## config.mk

```make
export PLATFORM = sky130hd
export DESIGN_NAME = conv_ctrl
export DESIGN_NICKNAME = d
export VERILOG_FILES = /design/src/design/sample_fifo.v /design/src/design/conv_ctrl.v
export VERILOG_INCLUDE_DIRS = /design/src /design/src/design
export SDC_FILE = /design/constraint.sdc
export NUM_CORES = 1
export LEC_CHECK = 0
export ABC_AREA = 1
export BUFFER_PORTS_ARGS = -buffer_cell sky130_fd_sc_hd__buf_2
export CORE_MARGIN = 2
export CORE_UTILIZATION = 60
export DETAILED_ROUTE_END_ITERATION = 6
export PLACE_DENSITY = 0.79
export RECOVER_POWER = 50
export SLEW_MARGIN = 0
export SYNTH_ARGS = -nofsm -noshare
export SYNTH_HDL_FRONTEND = slang
export SYNTH_SLANG_ARGS = --single-unit
```

## constraint.sdc

```tcl
create_clock -name clk -period 4.8 [get_ports clk]
set_input_delay 0 -clock clk [delete_from_list [all_inputs] [get_ports clk]]
set_output_delay 0 -clock clk [all_outputs]
set_load 0.02 [all_outputs]
```

## src/design/conv_ctrl_defs.vh

```
// shared constants for the conversion control block; its sample fifo uses none of them
// assumes inclusion by bare name from files under design/
`ifndef CONV_CTRL_DEFS_VH
`define CONV_CTRL_DEFS_VH

// opcodes: start/stop decoded on 7 bits, reset on the whole byte
`define OP_START_7        7'h04
`define OP_STOP_7         7'h05
`define OP_RESET          8'h06

// register addresses as seen on the write strobe port
`define ADDR_RATE_CHAIN   5'h01
`define ADDR_CONFIG_FOURTH 5'h17
`define ADDR_RESPIRATION_CONTROL_REG         5'h1a

// field positions
`define RATE_LSB          0
`define RATE_MSB          2
`define LOWPOWER_BIT      4
`define CLKOUT_EN_BIT     5
`define CHAIN_EN_BIT      6
`define SINGLE_SHOT_BIT   3

// reset values
`define RATE_CHAIN_RESET  8'h06
`define RESPIRATION_CONTROL_REG_RESET        8'h00
`define CONFIG_FOURTH_RESET 8'h00

// timing, in master clock periods; MCLK_DIV is clk periods per master clock
`define INIT_MCLK         5'd18
`define UPDATE_MCLK       16'd4
`define SETTLE_STEP       16'd288
`define SETTLE_OFFSET     16'd8
`define MCLK_DIV          98

// frame layout
`define WORD_BITS         5'd24
`define LAST_CHANNEL      4'd8
`define PAST_FRAME        4'd9

`endif

```

## src/design/sample_fifo.v

```verilog
// sample fifo: memory plus one registered output word
// assumes writer and reader on the same clock
`timescale 1ns/1ps

module sample_fifo #(
  parameter WIDTH = 24,
  parameter DEPTH = 8,
  parameter AW    = 3
) (
  input  wire             clk,
  input  wire             rstn,
  input  wire [WIDTH-1:0] inData,
  input  wire             inValid,
  output reg              inReady,
  output reg  [WIDTH-1:0] outData,
  output reg              outValid,
  input  wire             outReady
);

  reg  [WIDTH-1:0] mem [0:DEPTH-1];
  reg  [AW-1:0]    wrPtr_q;
  reg  [AW-1:0]    rdPtr_q;
  reg  [AW:0]      cnt_q;
  wire             wrEn   = inValid & inReady;
  wire             loadEn = (cnt_q != {(AW+1){1'b0}}) & (~outValid | outReady);
  wire [AW:0]      cnt_d  = cnt_q + {{AW{1'b0}}, wrEn} - {{AW{1'b0}}, loadEn};

  always @(posedge clk) begin
    if (wrEn) begin
      mem[wrPtr_q] <= inData;
    end
  end

  always @(posedge clk or negedge rstn) begin
    if (!rstn) begin
      wrPtr_q  <= {AW{1'b0}};
      rdPtr_q  <= {AW{1'b0}};
      cnt_q    <= {(AW+1){1'b0}};
      inReady  <= 1'b0;
      outValid <= 1'b0;
      outData  <= {WIDTH{1'b0}};
    end else begin
      cnt_q   <= cnt_d;
      // registered ready: stalls the source honestly when memory is full
      inReady <= (cnt_d < DEPTH);
      if (wrEn) begin
        wrPtr_q <= (wrPtr_q == DEPTH - 1) ? {AW{1'b0}} : wrPtr_q + {{(AW-1){1'b0}}, 1'b1};
      end
      if (loadEn) begin
        outData  <= mem[rdPtr_q];
        outValid <= 1'b1;
        rdPtr_q  <= (rdPtr_q == DEPTH - 1) ? {AW{1'b0}} : rdPtr_q + {{(AW-1){1'b0}}, 1'b1};
      end else if (outReady) begin
        outValid <= 1'b0;
      end
    end
  end

endmodule

```

## src/design/conv_ctrl.v

```verilog
// conversion start/stop, reset, settling and chained readout control
// assumes serial pins, start and reset pins are asynchronous to clk;
// register writes, samples and status word arrive on clk
`timescale 1ns/1ps
`include "conv_ctrl_defs.vh"

module conv_ctrl #(
  parameter        MCLK_DIV      = `MCLK_DIV,
  parameter [15:0] SETTLE_STEP   = `SETTLE_STEP,
  parameter [15:0] SETTLE_OFFSET = `SETTLE_OFFSET,
  parameter        FIFO_DEPTH    = 8
) (
  input  wire        clk,
  input  wire        rstn,
  input  wire        resetPinN,
  input  wire        startPin,
  input  wire        sclk,
  input  wire        csN,
  input  wire        din,
  input  wire        daisyIn,
  input  wire        clockSourcePin,
  input  wire        regWrite,
  input  wire [4:0]  regAddr,
  input  wire [7:0]  regData,
  input  wire [23:0] sampleData,
  input  wire        sampleValid,
  input  wire [23:0] statusWord,
  output wire        sampleReady,
  output reg         resultReadyN,
  output reg         dout,
  output reg         doutOe,
  output reg         masterClkOut,
  output reg         masterClkOe,
  output reg         filterReset,
  output reg  [7:0]  rateChainConfigReg,
  output reg  [7:0]  respirationControlReg,
  output reg  [7:0]  configRegFourth,
  output reg         converting
);

  localparam [2:0] ST_INIT = 3'b001;
  localparam [2:0] ST_IDLE = 3'b010;
  localparam [2:0] ST_CONV = 3'b100;

  // two-flop synchronisers, plus history flops on start and serial clock for edge finding
  reg [1:0] syncRst_q, syncStart_q, syncSclk_q, syncCs_q, syncDin_q, syncDaisy_q, syncSrc_q;
  reg       startOld_q;
  reg       sclkOld_q;

  always @(posedge clk or negedge rstn) begin
    if (!rstn) begin
      syncRst_q   <= 2'b00;
      syncStart_q <= 2'b00;
      syncSclk_q  <= 2'b00;
      syncCs_q    <= 2'b11;
      syncDin_q   <= 2'b00;
      syncDaisy_q <= 2'b00;
      syncSrc_q   <= 2'b00;
      startOld_q  <= 1'b0;
      sclkOld_q   <= 1'b0;
    end else begin
      syncRst_q   <= {syncRst_q[0], resetPinN};
      syncStart_q <= {syncStart_q[0], startPin};
      syncSclk_q  <= {syncSclk_q[0], sclk};
      syncCs_q    <= {syncCs_q[0], csN};
      syncDin_q   <= {syncDin_q[0], din};
      syncDaisy_q <= {syncDaisy_q[0], daisyIn};
      syncSrc_q   <= {syncSrc_q[0], clockSourcePin};
      startOld_q  <= syncStart_q[1];
      sclkOld_q   <= syncSclk_q[1];
    end
  end

  wire startLvl  = syncStart_q[1];
  wire startRise = startLvl & ~startOld_q;
  wire startFall = ~startLvl & startOld_q;
  wire csActive  = ~syncCs_q[1];
  wire sclkRise  = syncSclk_q[1] & ~sclkOld_q & csActive;
  wire sclkFall  = ~syncSclk_q[1] & sclkOld_q & csActive;

  // master clock: one-cycle enable from a divider, level for the clock output
  reg  [7:0] divCnt_q;
  wire       mclkTick = (divCnt_q == MCLK_DIV - 1);

  always @(posedge clk or negedge rstn) begin
    if (!rstn) begin
      divCnt_q     <= 8'h00;
      masterClkOut <= 1'b0;
      masterClkOe  <= 1'b0;
    end else begin
      divCnt_q     <= mclkTick ? 8'h00 : divCnt_q + 8'h01;
      masterClkOut <= (divCnt_q < MCLK_DIV / 2);
      masterClkOe  <= syncSrc_q[1] & rateChainConfigReg[`CLKOUT_EN_BIT];
    end
  end

  // opcode shifter on serial falling edges; a raised chip select clears its bit count
  reg  [6:0] opShift_q;
  reg  [2:0] opCnt_q;
  wire [7:0] opByte   = {opShift_q, syncDin_q[1]};
  wire       opStart  = sclkFall & (opCnt_q == 3'd6) & (opByte[6:0] == `OP_START_7);
  wire       opStop   = sclkFall & (opCnt_q == 3'd6) & (opByte[6:0] == `OP_STOP_7);
  wire       opReset  = sclkFall & (opCnt_q == 3'd7) & (opByte == `OP_RESET);

  always @(posedge clk or negedge rstn) begin
    if (!rstn) begin
      opShift_q <= 7'h00;
      opCnt_q   <= 3'd0;
    end else if (!csActive) begin
      opCnt_q   <= 3'd0;
    end else if (sclkFall) begin
      opShift_q <= opByte[6:0];
      opCnt_q   <= opCnt_q + 3'd1;
    end
  end

  wire resetReq   = ~syncRst_q[1] | opReset;
  wire singleShot = configRegFourth[`SINGLE_SHOT_BIT];
  wire chainEn    = rateChainConfigReg[`CHAIN_EN_BIT];

  // settle count: step doubles per rate code up to 6 (7 runs as 6), low power shifts one more
  wire [2:0]  rateCode = rateChainConfigReg[`RATE_MSB:`RATE_LSB];
  wire [2:0]  rateEff  = (rateCode == 3'd7) ? 3'd6 : rateCode;
  wire [3:0]  shiftAmt = {1'b0, rateEff} + {3'b000, rateChainConfigReg[`LOWPOWER_BIT]};
  wire [23:0] settleW  = ({8'h00, SETTLE_STEP} << shiftAmt) + {8'h00, SETTLE_OFFSET};
  wire [15:0] settleN  = settleW[15:0];

  reg  [2:0]  state_q;
  reg  [4:0]  initCnt_q;
  reg  [15:0] convCnt_q;
  reg         stopPend_q;
  wire        convDone = (state_q == ST_CONV) & mclkTick & (convCnt_q == settleN - 16'd1);
  wire        startReq = startRise | opStart;

  always @(posedge clk or negedge rstn) begin
    if (!rstn) begin
      state_q    <= ST_INIT;
      initCnt_q  <= 5'd0;
      convCnt_q  <= 16'd0;
      stopPend_q <= 1'b0;
      converting <= 1'b0;
    end else if (resetReq) begin
      state_q    <= ST_INIT;
      initCnt_q  <= 5'd0;
      stopPend_q <= 1'b0;
      converting <= 1'b0;
    end else begin
      case (state_q)
        ST_INIT: begin
          if (mclkTick) begin
            initCnt_q <= initCnt_q + 5'd1;
            if (initCnt_q == `INIT_MCLK - 5'd1) begin
              convCnt_q  <= 16'd0;
              state_q    <= startLvl ? ST_CONV : ST_IDLE;
              converting <= startLvl;
            end
          end
        end
        ST_IDLE: begin
          if (startReq) begin
            state_q    <= ST_CONV;
            convCnt_q  <= 16'd0;
            stopPend_q <= 1'b0;
            converting <= 1'b1;
          end
        end
        ST_CONV: begin
          // a start while running has no effect
          if (startFall | opStop) begin
            stopPend_q <= 1'b1;
          end
          if (convDone) begin
            convCnt_q <= 16'd0;
            if (singleShot | stopPend_q | startFall | opStop) begin
              state_q    <= ST_IDLE;
              stopPend_q <= 1'b0;
              converting <= 1'b0;
            end
          end else if (mclkTick) begin
            convCnt_q <= convCnt_q + 16'd1;
          end
        end
        default: begin
          state_q <= ST_INIT;
        end
      endcase
    end
  end

  // configuration registers; defaults reloaded throughout initialisation
  always @(posedge clk or negedge rstn) begin
    if (!rstn) begin
      rateChainConfigReg    <= `RATE_CHAIN_RESET;
      respirationControlReg <= `RESPIRATION_CONTROL_REG_RESET;
      configRegFourth       <= `CONFIG_FOURTH_RESET;
      filterReset           <= 1'b0;
    end else if (resetReq | (state_q == ST_INIT)) begin
      rateChainConfigReg    <= `RATE_CHAIN_RESET;
      respirationControlReg <= `RESPIRATION_CONTROL_REG_RESET;
      configRegFourth       <= `CONFIG_FOURTH_RESET;
      filterReset           <= 1'b1;
    end else begin
      filterReset <= 1'b0;
      if (regWrite) begin
        if (regAddr == `ADDR_RATE_CHAIN) begin
          rateChainConfigReg <= regData;
          filterReset        <= (regData != rateChainConfigReg);
        end else if (regAddr == `ADDR_RESPIRATION_CONTROL_REG) begin
          respirationControlReg <= regData;
          filterReset           <= (regData != respirationControlReg);
        end else if (regAddr == `ADDR_CONFIG_FOURTH) begin
          configRegFourth <= regData;
        end
      end
    end
  end

  // data-ready: high on start, high again just before a repeat result
  wire convBegin  = ((state_q == ST_IDLE) & startReq & ~resetReq) |
                    ((state_q == ST_INIT) & mclkTick & (initCnt_q == `INIT_MCLK - 5'd1) &
                     startLvl & ~resetReq);
  wire preUpdate  = (state_q == ST_CONV) & mclkTick & (convCnt_q == settleN - `UPDATE_MCLK);

  always @(posedge clk or negedge rstn) begin
    if (!rstn) begin
      resultReadyN <= 1'b1;
    end else if (resetReq | (state_q == ST_INIT)) begin
      resultReadyN <= 1'b1;
    end else if (convDone) begin
      resultReadyN <= 1'b0;
    end else if (convBegin | preUpdate) begin
      resultReadyN <= 1'b1;
    end else if (sclkFall & ~resultReadyN & ~singleShot) begin
      resultReadyN <= 1'b1;
    end
    // single-shot keeps it low until the next start or a reset
  end

  // readout: status word, then channel words drained from the fifo
  wire [23:0] fifoData;
  wire        fifoValid;
  reg  [23:0] shift_q;
  reg  [4:0]  bitInWord_q;
  reg  [3:0]  wordIdx_q;
  reg         chainBit_q;
  wire        wordEnd  = sclkRise & (wordIdx_q < `PAST_FRAME) & (bitInWord_q == `WORD_BITS - 5'd1);
  wire        fifoPop  = wordEnd & ~convDone & (wordIdx_q < `LAST_CHANNEL) & fifoValid;

  always @(posedge clk or negedge rstn) begin
    if (!rstn) begin
      shift_q     <= 24'h000000;
      bitInWord_q <= 5'd0;
      wordIdx_q   <= `PAST_FRAME;
      chainBit_q  <= 1'b0;
      dout        <= 1'b0;
      doutOe      <= 1'b0;
    end else begin
      doutOe <= csActive;
      if (sclkRise) begin
        chainBit_q <= syncDaisy_q[1];
      end
      if (convDone) begin
        shift_q     <= statusWord;
        bitInWord_q <= 5'd0;
        wordIdx_q   <= 4'd0;
      end else if (sclkRise) begin
        if (wordIdx_q < `PAST_FRAME) begin
          dout <= shift_q[23];
          if (wordEnd) begin
            bitInWord_q <= 5'd0;
            wordIdx_q   <= wordIdx_q + 4'd1;
            // an empty fifo reads as a zero channel
            shift_q     <= fifoPop ? fifoData : 24'h000000;
          end else begin
            bitInWord_q <= bitInWord_q + 5'd1;
            shift_q     <= {shift_q[22:0], 1'b0};
          end
        end else begin
          // one-bit lag through chainBit_q is the extra clock between sets
          // no repeat of the own frame in either mode
          dout <= chainEn ? chainBit_q : 1'b0;
        end
      end
    end
  end

  sample_fifo #(
    .WIDTH (24),
    .DEPTH (FIFO_DEPTH),
    .AW    (3)
  ) u_fifo (
    .clk      (clk),
    .rstn     (rstn),
    .inData   (sampleData),
    .inValid  (sampleValid),
    .inReady  (sampleReady),
    .outData  (fifoData),
    .outValid (fifoValid),
    .outReady (fifoPop)
  );

endmodule

```

==> summary.md, run 1 <==
| Metric | Value |
|---|---|
| RSZ-0062 raised after global routing | no |
| Power Density | 419 nW/µm² |
| Status | finished, violations left |
| Fill cells | 1,942 |
| Element type at the critical path end | flop |
| Port-buffer cells | 103 |
| Largest net degree at the start of global routing | 100 |
| Die Width | 166 µm |
| Worst Path Buf+Inv | 6 |
| Min-delay worst type | in2reg |
| CP arrival | 4.83 ns |
| Core ar. | 26,000 µm² |
| Critical path's top delay family | simple AND/OR/NAND/NOR gates |
| Post-Synth Adder-Cell Area | 2.03% |
| Largest family of logic cells by synthesized area | simple AND/OR/NAND/NOR gates |
| Slowest CP cell | dfstp_2 |
| Commonest cells after routing, fill and taps aside | 357 x nand2_1, 192 x edfxtp_1, 167 x nor2_1, 151 x dfrtp_1, 133 x o21ai_0 |
| Mapped Area | 15,800 µm² |
| Setup tns final | 0 ns |
| Nets@finish | 1,838 |
| Hold Crit Depth | 2 |
| Critical Path Start Type | flop |
| Antenna viol nets, final | 0 |
| Die area | 27,700 µm² |
| Worst Clk Skew | 0.0317 ns |
| IO Pins | 104 |
| RePlAce Congestion | 0.891 |
| Mux cell area share after synthesis | 0% |
| Post-Synth XOR/XNOR Area | 1.33% |
| Syn_area_per_cell | 9.96 µm² |
| CP startpoint | rateChainConfigReg[2] |
| Post-synthesis simple-gate area fraction | 19.6% |
| CTS resizes | 0 |
| DP Wirelength | 20.5 mm |
| Fraction of layout cells with a size suffix above 1 | 9.40% |
| Worst r2r src | rateChainConfigReg[2] |
| Reg2Reg Capture Point | u_fifo.cnt_q[2] |
| Syn_nets | 1,685 |
| Leakage power | 7.44 nW |
| Wire length of the first global-routing pass | 56.3 mm |
| Root Driver | clkbuf_16 |
| Clk sinks | 352 |
| DRT Wirelength | 34.2 mm |
| CTS tree | done |
| Worst EP required | 5.24 ns |
| Post-route clock period utilization | 91.6% |
| Via-per-instance ratio | 5.62 |
| Worst-path fanout max | 12 |
| Final worst setup slack | 0.403 ns |
| FF+latch area | 9780 µm² |
| Clk buf depth | 3 |
| Setup CP Type | reg2reg |
| Cell mode on critical path | nand2_1 |
| Antenna violations before repair | 1 |
| Maxcap violations | 2 |
| Routed vias | 11,800 |
| Hold path startpoint | resetPinN |
| Commonest non-fill, non-tap cell in the layout | nand2_1 |
| Vias in the first global route | 11,400 |
| Max Slew Vio Count | 163 |
| Initial Utilization | 60.9% |
| Share of the yosys chip area belonging to registers | 61.8% |
| Layout area overhead | 15.8% |
| Die Y | 166 µm |
| Final hold vios | 0 |
| Worst slew margin | -52.8% |
| Iteration-0 DRC Markers | 1,237 |
| Worst Hold End | syncRst_q[0] |
| Tot GR Track Use | 24.8% |
| CTS Buf Count | 36 |
| Compound-cell area share of the yosys netlist | 9.82% |
| Multi-input gate area | 5240 µm² |
| DRC Markers | 0 |
| CP peak stage delay | 0.59 ns |
| Worst-Skew Late Latency | 0.55 ns |
| Unique masters post-synth | 50 |
| Router iterations before antenna repair | 6 |
| Final Setup Violations | 0 |
| Worst VDD drop | 0.000348 V |
| Clock transition at path regs | 0.06 ns |
| Pre-CTS setup slack | 0.457 ns |
| Ys Warns | 0 |
| Worst slew pin tran | 2.29 ns |
| R2r setup slk | 0.40 ns |
| Syn Inst Count | 1,588 |
| Reg2Reg Depth | 25 |
| H-tree lvl count | 2 |
| Fmax | 227 MHz |
| Crit path time final | 4.40 ns |
| Synth Register Bits | 352 |
| GRT Residual Overflow | 0 |
| Failing checks | capacitance limit, slew limit |
| DR WL/cell | 16.3 µm |
| Site Rows | 59 |
-- registers in the layout, summed over array words and instances (netlist names), 3 cells and up --
register               cells
u_fifo.rdPtr_q             3
u_fifo.cnt_q               4
shift_q                   24
initCnt_q                  5
opShift_q                  7
wordIdx_q                  4
respirationControlReg      8
bitInWord_q                5
state_q                    3
u_fifo.outData            24
configRegFourth            8
opCnt_q                    3
u_fifo.mem               192
divCnt_q                   8
rateChainConfigReg         8
u_fifo.wrPtr_q             3
convCnt_q                 16
-- per-layer routing --
layer	track usage, %	part of all wire (%)	up-vias	wire [µm]
met1	35.5	44	5601	14900
met4	7.46	2.1	0	710
met3	3.91	7.5	67	2550
li1	-	-	5717	-
met2	40.0	47	420	16000
met5	0	0	-	0
-- repair_timing --
action,in CTS,in global routing
hold buffers,71,0
endpoints found under the setup margin,0,0
endpoints found under the hold margin,337,0
setup buffers,0,0
-- final cells by class --
class                           count  share of cell area, %
Timing Repair Buffer              185                   6.75
Sequential cell                   352                   53.4
Antenna cell                        1                 0.0137
Tap cell                          335                   2.29
Multi-Input combinational cell   1035                   28.6
Inverter                          131                   2.70
Clock inverter                     11                  0.772
Clock buffer                       52                   5.48
-- cells by family (layout without fill, tap and decap cells) --
| group | after synthesis | in the layout |
|---|---|---|
| buf+inv | 201 | 379 |
| other cells | 0 | 1 |
| simple gates | 718 | 718 |
| compound gates | 268 | 268 |
| flops | 352 | 352 |
| fa+ha+maj | 25 | 25 |
| xor+xnor | 24 | 24 |
-- how the worst max path moves through the flow --
stage          cells after the start               to  slack, ns
4_1_cts                           25  u_fifo.cnt_q[2]       0.43
5_1_grt                           25  u_fifo.cnt_q[2]       0.01
6_report                          25  u_fifo.cnt_q[2]       0.40
3_5_place_dp                      25  u_fifo.cnt_q[2]       0.46
2_1_floorplan                     27  u_fifo.cnt_q[2]       0.93
3_3_place_gp                      25  u_fifo.cnt_q[2]       0.67
-- cells in the mapped netlist (all sizes together) --
cell	count	area share, %
fa	1	0.13
clkbuf	45	1.1
a22o	1	0.055
o21ai	134	4.3
dfrtp	152	24
nor3b	2	0.13
a311oi	1	0.055
buf	25	1.2
nand3b	1	0.047
edfxtp	192	36
or2	10	0.40
o22ai	31	1.2
and3	2	0.079
o31ai	2	0.095
o21bai	1	0.12
inv	129	3.1
ha	24	1.9
o211ai	2	0.095
nand3	95	3.1
clkinv	2	0.047
nand4	44	1.7
nor3	12	0.41
nand2	364	8.8
a32o	24	1.5
o41ai	2	0.11
xnor2	10	0.55
dfstp	8	1.3
a21oi	68	2.2
nor4	3	0.21
xor2	14	0.78
nor2	185	4.7
a31oi	2	0.079
-- report_power, final --
part	switching (mW)	total (mW)	leakage [nW]	internal, mW
Combinational	0.920	1.36	3.23	0.443
Sequential	0.137	3.64	3.66	3.51
Clock	1.14	2.67	0.553	1.53
-- metrics by stage --
step / instances / power (mW) / area, µm² / hold slack [ns] / utilization, %
2_1_floorplan: 1588 / 4.57 / 15800 / -0.296 / -
3_3_place_gp: 1967 / 4.95 / 16500 / 0.109 / 63.7
3_5_place_dp: 1967 / 5.01 / 16500 / 0.106 / 63.7
4_1_cts: 2101 / 7.72 / 18400 / 0.105 / 70.8
5_1_grt: 2102 / 8.05 / 18300 / 0.120 / 70.5
6_report: 2102 / 7.68 / 18300 / 0.111 / 70.5
(Power assumes the default switching activity.)
==> run 2: changes to the inputs <==
- GPL_TIMING_DRIVEN: unset -> 0
==> run 2 against run 1 <==
Compared with the run above: the flow still finishes with violations (capacitance limit, slew limit); via count grew 4.1%; routed wire length increased by 12%; cell count is 3.3% higher; worst setup slack got worse by 0.041 ns; largest power group unchanged; global-route usage up 2.7 points.
==> summary.md, run 2 (synthesis gave the netlist of run 1 again) <==
| Metric | Value |
|---|---|
| Via-per-instance ratio | 5.66 (was 5.62) |
| Crit path time final | 4.44 ns (was 4.40 ns) |
| Port-buffer cells | 103 (unchanged) |
| DP Wirelength | 24.9 mm (was 20.5 mm) |
| Fmax | 225 MHz (was 227 MHz) |
| Die Y | 166 µm (unchanged) |
| Worst VDD drop | 0.000363 V (was 0.000348 V) |
| RSZ-0062 raised after global routing | no (unchanged) |
| CP arrival | 4.85 ns (was 4.83 ns) |
| Setup CP Type | reg2reg (unchanged) |
| Element type at the critical path end | flop (unchanged) |
| Iteration-0 DRC Markers | 1,332 (was 1,237) |
| Final core occ | 72.5% (was 70.5%) |
| GRT met1 Usage | 37.9% (was 35.5%) |
| Clk sinks | 352 (unchanged) |
| Setup tns final | 0 ns (unchanged) |
| Wire length of the first global-routing pass | 61.7 mm (was 56.3 mm) |
| Router iterations before antenna repair | 5 (was 6) |
| DR WL/cell | 17.6 µm (was 16.3 µm) |
| FF+latch area | 9780 µm² (about the same) |
| Routed vias | 12,300 (was 11,800) |
| Fraction of layout cells with a size suffix above 1 | 11.7% (was 9.40%) |
| Largest registers | u_fifo.mem (192), shift_q (24), u_fifo.outData (24) (unchanged) |
| Clock transition at path regs | 0.06 ns (about the same) |
| GRT Residual Overflow | 0 (unchanged) |
| Multi-input gate area | 5220 µm² (was 5240 µm²) |
| Core ar. | 26,000 µm² (unchanged) |
| CP peak stage delay | 0.59 ns (about the same) |
| Commonest non-fill, non-tap cell in the layout | nand2_1 (unchanged) |
| DRT Wirelength | 38.2 mm (was 34.2 mm) |
| Top Usage Layer GRT | met2 (unchanged) |
| CTS Buf Count | 37 (was 36) |
| Worst slew pin tran | 3.42 ns (was 2.29 ns) |
| Root Driver | clkbuf_16 (unchanged) |
| Status | finished, violations left (unchanged) |
| Worst-path fanout max | 10 (was 12) |
| Commonest cells after routing, fill and taps aside | 357 x nand2_1, 192 x edfxtp_1, 167 x nor2_1, 152 x dfrtp_1, 133 x o21ai_0 (was 357 x nand2_1, 192 x edfxtp_1, 167 x nor2_1, 151 x dfrtp_1, 133 x o21ai_0) |
| Nets@finish | 1,904 (was 1,838) |
| Final Setup Violations | 0 (unchanged) |
| Slowest CP cell | dfstp_2 (unchanged) |
| Worst EP required | 5.21 ns (was 5.24 ns) |
| Antenna viol nets, final | 0 (unchanged) |
| Max FFs per register | 192 (unchanged) |
| Vias in the first global route | 12,200 (was 11,400) |
| Final hold vios | 0 (unchanged) |
| Die Width | 166 µm (unchanged) |
| CTS tree | done (unchanged) |
| Biggest register | u_fifo.mem (unchanged) |
| Antenna violations before repair | 1 (unchanged) |
| Post-route clock period utilization | 92.5% (was 91.6%) |
| Switch share | 28.7% (was 28.6%) |
| RePlAce Congestion | 0.837 (was 0.891) |
| IO Pins | 104 (unchanged) |
| Largest net degree at the start of global routing | 100 (unchanged) |
| Worst Path Buf+Inv | 8 (was 6) |
| Global routing usage on met3 | 5.60% (was 3.91%) |
| Logic pwr share | 18.2% (was 17.7%) |
| Failing checks | capacitance limit, slew limit (unchanged) |
| Fill cells | 1,806 (was 1,942) |
| Clk pwr share | 36.0% (was 34.8%) |
| Layout area overhead | 19.2% (was 15.8%) |
| H-tree lvl count | 2 (unchanged) |
| Clk buf depth | 3 (unchanged) |
| Critical Path Start Type | flop (unchanged) |
| Min-delay worst type | in2reg (unchanged) |
| Int Power | 5.69 mW (was 5.48 mW) |
| Worst-Skew Late Latency | 0.54 ns (was 0.55 ns) |
| Site Rows | 59 (unchanged) |
| Die area | 27,700 µm² (unchanged) |
| Worst slew margin | -128% (was -52.8%) |
| Max Slew Vio Count | 62 (was 163) |
| P_sw | 2.29 mW (was 2.20 mW) |
| Initial Utilization | 60.9% (unchanged) |
| Critical path's top delay family | adder cells (was simple AND/OR/NAND/NOR gates) |
| Tot GR Track Use | 27.6% (was 24.8%) |
| Power Density | 423 nW/µm² (was 419 nW/µm²) |
| DRC Markers | 0 (unchanged) |
| Cell mode on critical path | nand2_1 (unchanged) |
| Worst Clk Skew | 0.0245 ns (was 0.0317 ns) |
| Leakage power | 7.77 nW (was 7.44 nW) |
| Power share of the sequential group | 45.7% (was 47.5%) |
| Maxcap violations | 1 (was 2) |
| Grt met2 use | 45.3% (was 40.0%) |
==> run 2: power by group through the flow <==
stage	sequential (mW)	combinational (mW)	clock [mW]
final	3.65	1.45	2.87
after global routing	3.67	1.61	3.03
after CTS	3.64	1.44	2.90
after detailed placement	3.70	1.38	0
after global placement	3.70	1.27	0
after floorplan	3.70	0.862	0
==> run 2: repair_timing <==
item,CTS,global route
gates resized for setup,0,0
setup buffers,0,0
hold buffers,71,0
hold endpoints to repair,316,0
==> run 2: per-stage QoR <==
step	setup WS [ns]	hold slack [ns]	area (µm²)	power, mW	cells
global placement	0.467	0.106	16700	4.97	2026
CTS	0.363	0.0242	18900	7.98	2170
detailed placement	0.394	0.0118	16900	5.08	2032
global route	0.0129	0.115	18800	8.32	2170
finish	0.362	0.119	18900	7.98	2171
floorplan	0.928	-0.296	15800	4.57	1588
==> run 2: worst paths after layout <==
| check | slack, ns | to | start | depth (start not counted) |
|---|---|---|---|---|
| worst max-delay path | 0.36 | u_fifo.cnt_q[2] | rateChainConfigReg[2] | 27 |
| worst min-delay path | 0.12 | syncCs_q[0] | csN | 2 |
| worst max register to register | 0.36 | u_fifo.cnt_q[2] | rateChainConfigReg[2] | 27 |
| worst min register to register | 0.35 | syncDaisy_q[1] | syncDaisy_q[0] | 0 |
| max in group asynchronous | 1.69 | u_fifo.outData[13] | rstn | 2 |
| min in group asynchronous | 1.15 | configRegFourth[2] | rstn | 2 |
==> run 2: area by class of cell <==
type | instances | share of cell area [%]
plain buffers | 70 | 1.89
flip-flops and latches | 352 | 51.9
diodes | 1 | 0.0133
inverters | 131 | 2.62
clock inverters | 16 | 1.25
clock buffers | 51 | 5.30
well taps | 335 | 2.22
repair buffers | 180 | 7.14
multi-input cells | 1035 | 27.7
==> run 2: routing by layer <==
metal | part of all wire [%] | vias up
li1 | - | 5863
met1 | 41 | 5835
met2 | 48 | 531
met3 | 8.8 | 62
met4 | 1.9 | 0
met5 | 0 | -
==> run 3: changes to the inputs <==
- CORE_UTILIZATION: 60 -> 55
- PLACE_DENSITY: 0.79 -> 0.77
==> run 3 against run 2 <==
Compared with the run above: die area up 8.9%; clock skew increased by 0.014 ns; routed wire length up 1.0%; the run still ends with capacitance limit, slew limit left; clock-buffer cell count down 8; sequential power barely moved; first-iteration DRC count fell by 5.1%; critical endpoint unchanged; worst setup slack improved by 0.062 ns; core utilization is 6.3 points lower; via count shrank 0.39%; cell area hardly changed; total power decreased by 0.39%.
==> summary.md, run 3 (synthesis gave the netlist of run 1 again) <==
| Metric | Value |
|---|---|
| GRT Residual Overflow | 0 (unchanged) |
| Initial Utilization | 55.5% (was 60.9%) |
| Iteration-0 DRC Markers | 1,264 (was 1,332) |
| DRC Markers | 0 (unchanged) |
| Routed vias | 12,200 (was 12,300) |
| Final core occ | 66.2% (was 72.5%) |
| Final worst setup slack | 0.424 ns (was 0.362 ns) |
| Tot GR Track Use | 25.7% (was 27.6%) |
| CP arrival | 4.78 ns (was 4.85 ns) |
| Worst EP required | 5.20 ns (was 5.21 ns) |
| CP peak stage delay | 0.60 ns (was 0.59 ns) |
| Critical path's top delay family | adder cells (unchanged) |
| Port-buffer cells | 103 (unchanged) |
| Fmax | 229 MHz (was 225 MHz) |
| Min-delay worst type | in2reg (unchanged) |
| Setup tns final | 0 ns (unchanged) |
| DRT Wirelength | 38.6 mm (was 38.2 mm) |
| Max Slew Vio Count | 61 (was 62) |
| DR WL/cell | 17.3 µm (was 17.6 µm) |
| Via-per-instance ratio | 5.51 (was 5.66) |
| Worst Clk Skew | 0.0386 ns (was 0.0245 ns) |
| Vias in the first global route | 12,100 (was 12,200) |
| Largest net degree at the start of global routing | 101 (was 100) |
| Nets@finish | 1,906 (was 1,904) |
| Status | finished, violations left (unchanged) |
| Die Y | 174 µm (was 166 µm) |
| Final Setup Violations | 0 (unchanged) |
| Element type at the critical path end | flop (unchanged) |
| Layout area overhead | 19.2% (about the same) |
| RePlAce Congestion | 0.885 (was 0.837) |
| R2r setup slk | 0.42 ns (was 0.36 ns) |
| Worst-Skew Late Latency | 0.54 ns (about the same) |
| Critical Path Start Type | flop (unchanged) |
| Max FFs per register | 192 (unchanged) |
| Router iterations before antenna repair | 5 (unchanged) |
| Worst Path Buf+Inv | 8 (unchanged) |
| Largest registers | u_fifo.mem (192), shift_q (24), u_fifo.outData (24) (unchanged) |
| Failing checks | capacitance limit, slew limit (unchanged) |
| Clk buf depth | 3 (unchanged) |
| Cell mode on critical path | nand2_1 (unchanged) |
| Setup CP Type | reg2reg (unchanged) |
| Post-route clock period utilization | 91.2% (was 92.5%) |
| IO Pins | 104 (unchanged) |
| Commonest non-fill, non-tap cell in the layout | nand2_1 (unchanged) |
| Die Width | 174 µm (was 166 µm) |
| Site Rows | 62 (was 59) |
| Biggest register | u_fifo.mem (unchanged) |
| Root Driver | clkbuf_16 (unchanged) |
| Worst slew pin tran | 3.28 ns (was 3.42 ns) |
| Commonest cells after routing, fill and taps aside | 357 x nand2_1, 192 x edfxtp_1, 167 x nor2_1, 152 x dfrtp_1, 133 x o21ai_0 (unchanged) |
| Fill cells | 2,220 (was 1,806) |
| Antenna violations before repair | 1 (unchanged) |
| CTS tree | done (unchanged) |
| Crit path time final | 4.38 ns (was 4.44 ns) |
| H-tree lvl count | 2 (unchanged) |
| Fraction of layout cells with a size suffix above 1 | 11.2% (was 11.7%) |
| Clk sinks | 352 (unchanged) |
| Total Power | 7.94 mW (was 7.98 mW) |
| Clock transition at path regs | 0.06 ns (about the same) |
| Antenna viol nets, final | 0 (unchanged) |
| Leakage power | 7.72 nW (was 7.77 nW) |
| RSZ-0062 raised after global routing | no (unchanged) |
| Final hold vios | 0 (unchanged) |
| DP Wirelength | 24.7 mm (was 24.9 mm) |
| Pre-CTS setup slack | 0.482 ns (was 0.394 ns) |
| Worst-path fanout max | 10 (unchanged) |
| Maxcap violations | 1 (unchanged) |
| Worst VDD drop | 0.000357 V (was 0.000363 V) |
| Die area | 30,100 µm² (was 27,700 µm²) |
| Slowest CP cell | dfstp_2 (unchanged) |
| Worst slew margin | -118% (was -128%) |
| Power Density | 422 nW/µm² (was 423 nW/µm²) |
| Core ar. | 28,500 µm² (was 26,000 µm²) |
| Wire length of the first global-routing pass | 62.0 mm (was 61.7 mm) |
| CTS Buf Count | 38 (was 37) |
run 3: path summary, 6_finish.rpt:
| path | depth (start not counted) | endpoint | from |
|---|---|---|---|
| setup reg to reg | 27 | u_fifo.cnt_q[2] | rateChainConfigReg[2] |
| min in group asynchronous | 2 | configRegFourth[2] | rstn |
| hold reg to reg | 0 | syncDin_q[1] | syncDin_q[0] |
| max in group asynchronous | 2 | opCnt_q[0] | rstn |
| hold / removal | 2 | syncDaisy_q[0] | daisyIn |
| setup / recovery | 27 | u_fifo.cnt_q[2] | rateChainConfigReg[2] |
run 3: power breakdown:
group / internal, mW / switching, mW
clock network: 1.63 / 1.20
logic: 0.482 / 0.986
registers: 3.51 / 0.143
total: 5.61 / 2.33
run 3: stage by stage:
step / hold slack [ns] / area, µm² / instances
2_1_floorplan: -0.296 / 15800 / 1588
3_3_place_gp: 0.109 / 16800 / 2075
3_5_place_dp: 0.0105 / 17000 / 2079
4_1_cts: 0.0443 / 18900 / 2222
5_1_grt: 0.126 / 18800 / 2222
6_report: 0.127 / 18800 / 2223
run 3: cell type report:
class / count / area (µm²) / share of cell area (%)
clock buffers: 43 / 970 / 5.15
plain buffers: 70 / 355 / 1.89
inverters: 131 / 494 / 2.62
flip-flops and latches: 352 / 9780 / 51.9
well taps: 384 / 480 / 2.55
diodes: 1 / 2.50 / 0.0133
clock inverters: 26 / 226 / 1.20
multi-input cells: 1035 / 5230 / 27.8
repair buffers: 181 / 1310 / 6.94
run 3: timing repair:
item | 4_1_cts | 5_1_grt
setup buffers | 0 | 0
hold buffers | 74 | 0
endpoints found under the hold margin | 311 | 0
gates resized for setup | 0 | 0
run 3: metal layers:
metal	routed length [µm]	vias to the layer above	global-route usage, %
met4	891	0	8.37
met5	0	-	0
met1	16100	5787	35.2
met2	18400	518	42.1
li1	-	5863	-
met3	3140	75	4.63
